===== src/gsp_pkg.sv =====
// Constants shared by the global sector protect decoder
package gsp_pkg;

  // Register byte offsets on the register bus
  localparam logic [7:0] REG_EVENT = 8'h00;
  localparam logic [7:0] REG_CLEAR = 8'h04;
  localparam logic [7:0] REG_ENABLE = 8'h08;
  localparam logic [7:0] REG_PROT = 8'h0c;
  localparam logic [7:0] REG_SUSP = 8'h10;
  localparam logic [7:0] REG_STATBYTE = 8'h14;

  // Bus responses
  localparam logic [1:0] RESP_OKAY = 2'h0;
  localparam logic [1:0] RESP_SLVERR = 2'h2;

  // Serial opcodes
  localparam logic [7:0] OP_WREN = 8'h06;
  localparam logic [7:0] OP_WRDI = 8'h04;
  localparam logic [7:0] OP_WRSR1 = 8'h01;
  localparam logic [7:0] OP_RDSR = 8'h05;

  // First status byte fields
  localparam int LOCK_POS = 7;
  localparam int WP_POS = 4;
  localparam int SWP_LO = 2;
  localparam int WEL_POS = 1;
  localparam int GLB_HI = 5;
  localparam int GLB_LO = 2;
  localparam logic [3:0] GLB_PROTECT = 4'hf;
  localparam logic [3:0] GLB_UNPROTECT = 4'h0;
  localparam logic [1:0] SWP_NONE = 2'h0;
  localparam logic [1:0] SWP_SOME = 2'h1;
  localparam logic [1:0] SWP_ALL = 2'h3;

  // Event bit positions
  localparam int EV_PROTECT = 0;
  localparam int EV_UNPROTECT = 1;
  localparam int EV_ABORT = 2;
  localparam int EV_REFUSED = 3;
  localparam int EV_W = 4;

  // Reset values and bits per byte
  localparam logic RST_LOCK = 1'b0;
  localparam logic RST_WEL = 1'b0;
  localparam logic RST_SECTOR = 1'b1;
  localparam logic [EV_W-1:0] RST_EVENT = 4'h0;
  localparam logic [EV_W-1:0] RST_ENABLE = 4'h0;
  localparam int BITS_PER_BYTE = 8;

endpackage : gsp_pkg


===== src/gsp_sync.sv =====
// Two flip-flop synchroniser for pin inputs
module gsp_sync #(
  parameter int W = 1,
  parameter logic [W-1:0] RST_VAL = '0
) (
  // Clock and reset
  input wire logic clk,
  input wire logic rst,
  // Data
  input wire logic [W-1:0] d,
  output logic [W-1:0] q
);

  logic [W-1:0] meta;
  logic [W-1:0] next_meta;
  logic [W-1:0] next_q;

  always_comb begin
    next_meta = d;
    next_q = meta;
  end

  always_ff @(posedge clk or posedge rst) begin
    if (rst) begin
      meta <= RST_VAL;
      q <= RST_VAL;
    end else begin
      meta <= next_meta;
      q <= next_q;
    end
  end

endmodule : gsp_sync


===== src/gsp_decoder.sv =====
// Global sector protect decoder with serial link and register bus
// Functional notes
// RULE1 - Bits 5:2 all ones protect every sector
// RULE2 - Bits 5:2 all zeros unprotect every sector
// RULE3 - Mixed bits 5:2 leave protection unchanged
// RULE4 - Pin low and lock set ignores write
// RULE5 - Pin high and locked: only lock loads
// RULE6 - Host rewrites after clearing lock for global
// RULE7 - Only lock bit is stored from byte
// RULE8 - Readback bits 5:2 show pin, sector status; code puts pin in bit 4 and sector status in bits 3:2, bit 5 reads 0
// RULE9 - Protect during suspend aborts, clears write latch
// RULE10 - Host keeps suspended sectors unprotected
// RULE11 - 00h unprotects, 7Fh protects, FFh protects+locks
// RULE12 - 0Fh clears lock, F0h sets lock only
// RULE13 - Global functions only via status write one
// RULE14 - Unlocked write with bit 7 sets lock
// RULE15 - Status write needs write latch set
// RULE16 - Power-up sets all sector bits
// RULE17 - One bit per sector, 32 sectors
// RULE18 - Clear latch at end; apply on boundary
//
// Our own choices: the register addresses and register access over AXI4-Lite.
module gsp_decoder #(
  parameter int NUM_SECTORS = 32
) (
  // Clock and reset
  input wire logic clk,
  input wire logic rst,
  // Serial link pins
  input wire logic spi_sck,
  input wire logic spi_cs_n,
  input wire logic spi_si,
  output logic spi_so,
  output logic spi_so_oe,
  input wire logic wp_n,
  // Register bus write channels
  input wire logic [7:0] s_axi_awaddr,
  input wire logic s_axi_awvalid,
  output logic s_axi_awready,
  input wire logic [31:0] s_axi_wdata,
  input wire logic [3:0] s_axi_wstrb,
  input wire logic s_axi_wvalid,
  output logic s_axi_wready,
  output logic [1:0] s_axi_bresp,
  output logic s_axi_bvalid,
  input wire logic s_axi_bready,
  // Register bus read channels
  input wire logic [7:0] s_axi_araddr,
  input wire logic s_axi_arvalid,
  output logic s_axi_arready,
  output logic [31:0] s_axi_rdata,
  output logic [1:0] s_axi_rresp,
  output logic s_axi_rvalid,
  input wire logic s_axi_rready,
  // Interrupt
  output logic irq
);

  typedef enum logic [2:0] {
    GSP_IDLE, GSP_OPCODE, GSP_SIMPLE, GSP_WRSR, GSP_RDSR, GSP_IGNORE
  } gsp_mode_t;

  // Synchronised pins
  logic sck_s, cs_n_s, si_s, wp_n_s;
  logic sck_d, cs_n_d;

  gsp_sync #(.W(4), .RST_VAL(4'h6)) u_sync (
    .clk(clk),
    .rst(rst),
    .d({spi_sck, spi_cs_n, spi_si, wp_n}),
    .q({sck_s, cs_n_s, si_s, wp_n_s})
  );

  // Serial side state
  gsp_mode_t mode, next_mode;
  logic [2:0] bit_cnt, next_bit_cnt;
  logic [7:0] sh_in, next_sh_in;
  logic [7:0] opcode, next_opcode;
  logic [7:0] wr_data, next_wr_data;
  logic have_data, next_have_data;
  logic [7:0] out_sh, next_out_sh;
  logic so_q, next_so_q;
  logic write_latch_bit, next_wel;
  logic lock, next_lock;
  logic [NUM_SECTORS-1:0] prot, next_prot;
  logic [gsp_pkg::EV_W-1:0] ev, next_ev;
  logic [NUM_SECTORS-1:0] susp;

  logic sck_rise, sck_fall, cs_start, cs_end;
  logic [7:0] byte_in;
  logic [1:0] swp;
  logic [7:0] stat_byte;
  logic [3:0] glb;

  assign sck_rise = sck_s & ~sck_d;
  assign sck_fall = ~sck_s & sck_d;
  assign cs_start = ~cs_n_s & cs_n_d;
  assign cs_end = cs_n_s & ~cs_n_d;
  assign byte_in = {sh_in[6:0], si_s};
  assign glb = wr_data[gsp_pkg::GLB_HI:gsp_pkg::GLB_LO];

  // Readback of the first status byte
  always_comb begin
    if (&prot) begin
      swp = gsp_pkg::SWP_ALL;
    end else if (|prot) begin
      swp = gsp_pkg::SWP_SOME;
    end else begin
      swp = gsp_pkg::SWP_NONE;
    end
    stat_byte = 8'h00;
    stat_byte[gsp_pkg::LOCK_POS] = lock;
    stat_byte[gsp_pkg::WP_POS] = wp_n_s; // [RULE8]
    stat_byte[gsp_pkg::SWP_LO +: 2] = swp; // [RULE8]
    stat_byte[gsp_pkg::WEL_POS] = write_latch_bit;
  end

  always_comb begin
    next_mode = mode;
    next_bit_cnt = bit_cnt;
    next_sh_in = sh_in;
    next_opcode = opcode;
    next_wr_data = wr_data;
    next_have_data = have_data;
    next_out_sh = out_sh;
    next_so_q = so_q;
    next_wel = write_latch_bit;
    next_lock = lock;
    next_prot = prot;
    next_ev = '0;
    if (cs_start) begin
      next_mode = GSP_OPCODE;
      next_bit_cnt = 3'h0;
      next_have_data = 1'b0;
    end else if (cs_end) begin
      next_mode = GSP_IDLE;
      unique case (mode)
        GSP_SIMPLE: begin
          if (bit_cnt == 3'h0) begin
            next_wel = (opcode == gsp_pkg::OP_WREN);
          end
        end
        GSP_WRSR: begin
          next_wel = 1'b0; // [RULE18]
          if (!write_latch_bit) begin
            next_ev[gsp_pkg::EV_REFUSED] = 1'b1; // [RULE15]
          end else if (bit_cnt != 3'h0 || !have_data) begin
            next_ev[gsp_pkg::EV_REFUSED] = 1'b1; // [RULE18]
          end else if (!wp_n_s && lock) begin
            next_ev[gsp_pkg::EV_REFUSED] = 1'b1; // [RULE4]
          end else if (lock) begin
            next_lock = wr_data[gsp_pkg::LOCK_POS]; // [RULE5] [RULE6] [RULE12]
          end else begin
            next_lock = wr_data[gsp_pkg::LOCK_POS]; // [RULE7] [RULE11] [RULE14]
            if (glb == gsp_pkg::GLB_PROTECT) begin
              if (|susp) begin
                next_ev[gsp_pkg::EV_ABORT] = 1'b1; // [RULE9] [RULE10]
              end else begin
                next_prot = '1; // [RULE1] [RULE17]
                next_ev[gsp_pkg::EV_PROTECT] = 1'b1;
              end
            end else if (glb == gsp_pkg::GLB_UNPROTECT) begin
              next_prot = '0; // [RULE2] [RULE17]
              next_ev[gsp_pkg::EV_UNPROTECT] = 1'b1;
            end
            // Mixed patterns leave every sector bit alone [RULE3]
          end
        end
        default: begin
        end
      endcase
    end else if (!cs_n_s && sck_rise && mode != GSP_IDLE) begin
      next_sh_in = byte_in;
      next_bit_cnt = bit_cnt + 3'h1;
      if (bit_cnt == 3'h7) begin
        if (mode == GSP_OPCODE) begin
          next_opcode = byte_in;
          unique case (byte_in)
            gsp_pkg::OP_WREN, gsp_pkg::OP_WRDI: next_mode = GSP_SIMPLE;
            gsp_pkg::OP_WRSR1: next_mode = GSP_WRSR; // [RULE13]
            gsp_pkg::OP_RDSR: begin
              next_mode = GSP_RDSR;
              next_out_sh = stat_byte;
            end
            default: next_mode = GSP_IGNORE;
          endcase
        end else if (mode == GSP_WRSR && !have_data) begin
          next_wr_data = byte_in;
          next_have_data = 1'b1;
        end
      end
    end else if (!cs_n_s && sck_fall && mode == GSP_RDSR) begin
      next_so_q = (bit_cnt == 3'h0) ? stat_byte[7] : out_sh[7];
      next_out_sh = (bit_cnt == 3'h0) ? {stat_byte[6:0], stat_byte[7]} : {out_sh[6:0], out_sh[7]};
    end
  end

  always_ff @(posedge clk or posedge rst) begin
    if (rst) begin
      sck_d <= 1'b0;
      cs_n_d <= 1'b1;
      mode <= GSP_IDLE;
      bit_cnt <= 3'h0;
      sh_in <= 8'h00;
      opcode <= 8'h00;
      wr_data <= 8'h00;
      have_data <= 1'b0;
      out_sh <= 8'h00;
      so_q <= 1'b0;
      write_latch_bit <= gsp_pkg::RST_WEL;
      lock <= gsp_pkg::RST_LOCK;
      prot <= {NUM_SECTORS{gsp_pkg::RST_SECTOR}}; // [RULE16]
      ev <= gsp_pkg::RST_EVENT;
    end else begin
      sck_d <= sck_s;
      cs_n_d <= cs_n_s;
      mode <= next_mode;
      bit_cnt <= next_bit_cnt;
      sh_in <= next_sh_in;
      opcode <= next_opcode;
      wr_data <= next_wr_data;
      have_data <= next_have_data;
      out_sh <= next_out_sh;
      so_q <= next_so_q;
      write_latch_bit <= next_wel;
      lock <= next_lock;
      prot <= next_prot;
      ev <= next_ev;
    end
  end

  assign spi_so = so_q;
  assign spi_so_oe = ~cs_n_s && (mode == GSP_RDSR);

  // Register bus slave
  logic aw_full, next_aw_full;
  logic [7:0] aw_addr, next_aw_addr;
  logic w_full, next_w_full;
  logic [31:0] w_data, next_w_data;
  logic [3:0] w_strb, next_w_strb;
  logic bvalid, next_bvalid;
  logic [1:0] bresp, next_bresp;
  logic rvalid, next_rvalid;
  logic [1:0] rresp, next_rresp;
  logic [31:0] rdata, next_rdata;
  logic [gsp_pkg::EV_W-1:0] evt, next_evt;
  logic [gsp_pkg::EV_W-1:0] en, next_en;
  logic [NUM_SECTORS-1:0] next_susp;
  logic [gsp_pkg::EV_W-1:0] clr;
  logic do_write;

  assign s_axi_awready = ~aw_full && ~bvalid;
  assign s_axi_wready = ~w_full && ~bvalid;
  assign s_axi_arready = ~rvalid;
  assign do_write = aw_full && w_full && ~bvalid;

  always_comb begin
    next_aw_full = aw_full;
    next_aw_addr = aw_addr;
    next_w_full = w_full;
    next_w_data = w_data;
    next_w_strb = w_strb;
    next_bvalid = bvalid;
    next_bresp = bresp;
    next_rvalid = rvalid;
    next_rresp = rresp;
    next_rdata = rdata;
    next_en = en;
    next_susp = susp;
    clr = '0;
    if (s_axi_awvalid && s_axi_awready) begin
      next_aw_full = 1'b1;
      next_aw_addr = s_axi_awaddr;
    end
    if (s_axi_wvalid && s_axi_wready) begin
      next_w_full = 1'b1;
      next_w_data = s_axi_wdata;
      next_w_strb = s_axi_wstrb;
    end
    if (do_write) begin
      next_aw_full = 1'b0;
      next_w_full = 1'b0;
      next_bvalid = 1'b1;
      next_bresp = gsp_pkg::RESP_OKAY;
      unique case ({aw_addr[7:2], 2'b00})
        gsp_pkg::REG_CLEAR: clr = w_strb[0] ? w_data[gsp_pkg::EV_W-1:0] : '0;
        gsp_pkg::REG_ENABLE: begin
          if (w_strb[0]) begin
            next_en = w_data[gsp_pkg::EV_W-1:0];
          end
        end
        gsp_pkg::REG_SUSP: begin
          for (int i = 0; i < NUM_SECTORS; i++) begin
            if (w_strb[i/8]) begin
              next_susp[i] = w_data[i];
            end
          end
        end
        gsp_pkg::REG_EVENT, gsp_pkg::REG_PROT, gsp_pkg::REG_STATBYTE: begin
        end
        default: next_bresp = gsp_pkg::RESP_SLVERR;
      endcase
    end else if (bvalid && s_axi_bready) begin
      next_bvalid = 1'b0;
    end
    if (s_axi_arvalid && s_axi_arready) begin
      next_rvalid = 1'b1;
      next_rresp = gsp_pkg::RESP_OKAY;
      next_rdata = 32'h0000_0000;
      unique case ({s_axi_araddr[7:2], 2'b00})
        gsp_pkg::REG_EVENT: next_rdata[gsp_pkg::EV_W-1:0] = evt;
        gsp_pkg::REG_ENABLE: next_rdata[gsp_pkg::EV_W-1:0] = en;
        gsp_pkg::REG_CLEAR: begin
        end
        gsp_pkg::REG_PROT: next_rdata[NUM_SECTORS-1:0] = prot;
        gsp_pkg::REG_SUSP: next_rdata[NUM_SECTORS-1:0] = susp;
        gsp_pkg::REG_STATBYTE: next_rdata[7:0] = stat_byte;
        default: next_rresp = gsp_pkg::RESP_SLVERR;
      endcase
    end else if (rvalid && s_axi_rready) begin
      next_rvalid = 1'b0;
    end
    // Set wins over clear
    next_evt = (evt & ~clr) | ev;
  end

  always_ff @(posedge clk or posedge rst) begin
    if (rst) begin
      aw_full <= 1'b0;
      aw_addr <= 8'h00;
      w_full <= 1'b0;
      w_data <= 32'h0000_0000;
      w_strb <= 4'h0;
      bvalid <= 1'b0;
      bresp <= gsp_pkg::RESP_OKAY;
      rvalid <= 1'b0;
      rresp <= gsp_pkg::RESP_OKAY;
      rdata <= 32'h0000_0000;
      evt <= gsp_pkg::RST_EVENT;
      en <= gsp_pkg::RST_ENABLE;
      susp <= '0;
    end else begin
      aw_full <= next_aw_full;
      aw_addr <= next_aw_addr;
      w_full <= next_w_full;
      w_data <= next_w_data;
      w_strb <= next_w_strb;
      bvalid <= next_bvalid;
      bresp <= next_bresp;
      rvalid <= next_rvalid;
      rresp <= next_rresp;
      rdata <= next_rdata;
      evt <= next_evt;
      en <= next_en;
      susp <= next_susp;
    end
  end

  assign s_axi_bvalid = bvalid;
  assign s_axi_bresp = bresp;
  assign s_axi_rvalid = rvalid;
  assign s_axi_rresp = rresp;
  assign s_axi_rdata = rdata;
  assign irq = |(evt & en);

endmodule : gsp_decoder


===== config.mk =====
export PLATFORM = sky130hd
export DESIGN_NAME = gsp_decoder
export DESIGN_NICKNAME = d
export VERILOG_FILES = /design/src/gsp_pkg.sv /design/src/gsp_sync.sv /design/src/gsp_decoder.sv
export SDC_FILE = /design/constraint.sdc
export NUM_CORES = 1
export LEC_CHECK = 0
export BUFFER_PORTS_ARGS = -buffer_cell sky130_fd_sc_hd__buf_2
export CAP_MARGIN = 30
export CORE_MARGIN = 2
export CORE_UTILIZATION = 30
export DETAILED_ROUTE_END_ITERATION = 8
export PLACE_DENSITY = 0.47
export SYNTH_ARGS = -nofsm -noshare
export SYNTH_HDL_FRONTEND = slang
export SYNTH_SLANG_ARGS = --single-unit

===== constraint.sdc =====
create_clock -name clk -period 5.3 [get_ports clk]
set_input_delay 0.795 -clock clk [delete_from_list [all_inputs] [get_ports clk]]
set_output_delay 0.795 -clock clk [all_outputs]
set_load 0.01 [all_outputs]

==> impl_metrics.tcl <==
set metrics [dict create \
    clkPwrFrac 0.324 \
    start_kind "primary input" \
    area_delta_synth_final_pct 20.2 \
    critPathMaxStageDelay_ps 930 \
    worstPathCellList "buf_2, nor3_1, and2_1, a21oi_1, o21ai_0" \
    clkSlewWorstSetupHoldPaths_ps 70 \
    worstPathArrival_ps 2860 \
    cts-htree-levels 4 \
    cts_tree "built" \
    gp_congestion 0.760 \
    synth-main-ff-cell "dfrtp_1" \
    tightest_slew_ps 1090 \
    avgSynthCellArea_um2 12.8 \
    period_needed_ps 2530 \
    antenna_found_initial 0 \
    register_area_mm2 0.00434 \
    synth_edf_count 0 \
    ioPinCount 107 \
    vias 4769 \
    total_leakage_power_nw 4.16 \
    fillCellCount 2392 \
    stdcell_count 1007 \
    viasPerCell 4.74 \
    grtUsageTotal 0.128 \
    crit_type "primary input to flip-flop" \
    worst_hold_path_type "flip-flop to flip-flop" \
    cap_violations 0 \
    drtPass1Iterations 4 \
    synth-seq-area-share 0.590 \
    max-vdd-ir-drop_mv 0.153 \
    comb_power_share 0.200 \
    port_buffers 100 \
    yosysTopAreaCellShare 0.569 \
    grt_max_degree 174 \
    finalMaxSlewViolations 0 \
    ant_nets 0 \
    p_seq_frac 0.477 \
    netlist.top_cell.by_area "dfrtp_1" \
    clockBufferDepth 2 \
    wl_per_cell_um 15.9 \
    drive_gt1_frac 0.388 \
    max_freq_ghz 0.395 \
    grt_pass1_vias 4877 \
    cts_made_buffers 17 \
    relSlewSlack 0.273 \
    ys_ff_latch 173 \
    drt_drc_violations_left 0 \
    cp.required_ps 5630 \
    async_reset_ff_frac 1.00 \
    synth.area.top_cells "dfrtp_1 57%, mux2_2 16%, o21ai_0 2.8%" \
    rsz0062_at_grt "false" \
    row_count 57 \
    die_w_um 160 \
    routed_wl_um 16000 \
    antenna_cells 0 \
    start_util 0.304 \
    critical-path-slowest-cell "and2_1" \
    worstSetupEndpointType "flip-flop" \
    cts_resized 0 \
    power_switching_mw 1.17 \
    synth_cell_types 60 \
    fin_setup_tns_ps 0 \
    grt_pass1_wl_um 25900 \
    dp_hpwl_um 11400 \
    drtIter0Drc 221 \
    multi_input_area_mm2 0.00285 \
    fin_ws_ps 2770 \
    place_ws_ps 2310 \
    synthCells 573 \
    status "finished, final reports clean" \
    die_h_um 160 \
    overflow 0 \
    netlist_area_mm2 0.00734 \
    ctsHoldBuffers 0 \
    fp.coreArea_mm2 0.0242 \
    p_sw_frac 0.298 \
    hold_viol 0 \
    dp_cells 974 \
    ys_warn_count 0 \
    fin_nets 738 \
    die_area_mm2 0.0257 \
    power_density_mw_per_mm2 446 \
    layout_worst_path_cycle_share 0.478 \
    cp_max_fo 26 \
    insertion_delay_ps 430 \
    cts_root_buf "clkbuf_16" \
    setup_viol 0 \
    intPower_mw 2.76 \
    postCtsSetupBuffers 0 \
    clock-sinks 173 \
    fin_skew_ps 11.4 \
]
[cells by family after synthesis]
family                   after synthesis  share of synthesized area
flip-flops                           173                      0.590
AND/OR/NAND/NOR                      125                      0.106
multiplexers                         115                      0.176
AO/OA/AOI/OAI                        112                     0.0949
buffers and inverters                 42                     0.0240
adder cells (fa/ha/maj)                5                    0.00852
other                                  1                   0.000511
[path summary, 6_finish.rpt]
kind / from / end / slack, ps / depth (start not counted)
max: s_axi_araddr[5] / s_axi_rdata[11]$_DFFE_PP0P_ / 2770 / 5
min: u_sync.meta[0]$_DFF_PP0_ / u_sync.q[0]$_DFF_PP0_ / 350 / 0
max reg2reg: u_sync.q[2]$_DFF_PP1_ / ev[2]$_DFF_PP0_ / 3150 / 5
min reg2reg: u_sync.meta[0]$_DFF_PP0_ / u_sync.q[0]$_DFF_PP0_ / 350 / 0
max in group asynchronous: rst / opcode[6]$_DFFE_PP0P_ / 3900 / 3
min in group asynchronous: rst / aw_addr[6]$_DFFE_PP0P_ / 480 / 3
[cell usage in the layout (no fill, tap or decap), types with 7 or more instances in the layout]
| cell | n |
|---|---|
| a21oi_1 | 34 |
| nand2_1 | 42 |
| inv_1 | 15 |
| nor2_1 | 9 |
| buf_2 | 100 |
| mux2i_1 | 7 |
| nor4_1 | 11 |
| o21ai_0 | 41 |
| mux2_2 | 106 |
| a22o_1 | 7 |
| dfrtp_1 | 167 |
| clkbuf_16 | 18 |
[per-stage QoR]
step / total power, mW / hold WS, ps / instance area, µm² / util
2_1_floorplan: 2.43 / 331 / 7350 / -
3_3_place_gp: 2.66 / 331 / 8170 / 0.338
3_5_place_dp: 2.71 / 342 / 8200 / 0.339
4_1_cts: 4.00 / 358 / 8800 / 0.364
5_1_grt: 4.17 / 362 / 8830 / 0.365
6_report: 3.93 / 355 / 8830 / 0.365
[synth_stat cells (6+ instances only)]
cell type,number
clkbuf_1,12
o211ai_1,6
dfstp_2,6
inv_1,16
mux2_2,106
nor3_1,6
nor4_1,11
buf_2,9
dfrtp_1,167
a21oi_1,34
nor2b_1,6
a22o_1,7
nor2_1,9
mux2i_1,7
nand2_1,42
o21ai_0,41
[routing by layer]
layer	vias to the layer above	share of wire	GRT usage
met5	-	0	0
met4	0	0.0080	0.0332
met3	10	0.047	0.0356
met2	88	0.49	0.212
met1	2418	0.45	0.166
li1	2253	-	-
[power by group through the flow]
stage               clock network (mW)  logic, mW  registers (mW)
finish                            1.27      0.786            1.88
global route                      1.38      0.864            1.92
CTS                               1.31      0.803            1.88
detailed placement                   0      0.798            1.91
global placement                     0      0.769            1.89
floorplan                            0      0.605            1.82
[worst max-delay path, delay by kind of cell]
family / cells / cell delay (ps)
AO/OA/AOI/OAI: 2 / 360
AND/OR/NAND/NOR: 2 / 1590
buffers and inverters: 1 / 100
[flip-flops by register name, summed over array words and instances (netlist names), 4 cells and up]
name	cells
w_data	32
s_axi_rdata	32
wr_data	5
ev	4
susp	32
opcode	8
out_sh	8
sh_in	7
u_sync.q	4
en	4
evt	4
u_sync.meta	4
w_strb	4
aw_addr	6
[area by class of cell]
cell class / instances / share of cell area
Timing Repair Buffer: 103 / 0.0649
Clock buffer: 18 / 0.0486
Tap cell: 324 / 0.0459
Sequential cell: 173 / 0.491
Clock inverter: 14 / 0.0198
Multi-Input combinational cell: 359 / 0.322
Inverter: 16 / 0.00723
Power figures use the tool's default switching activity.
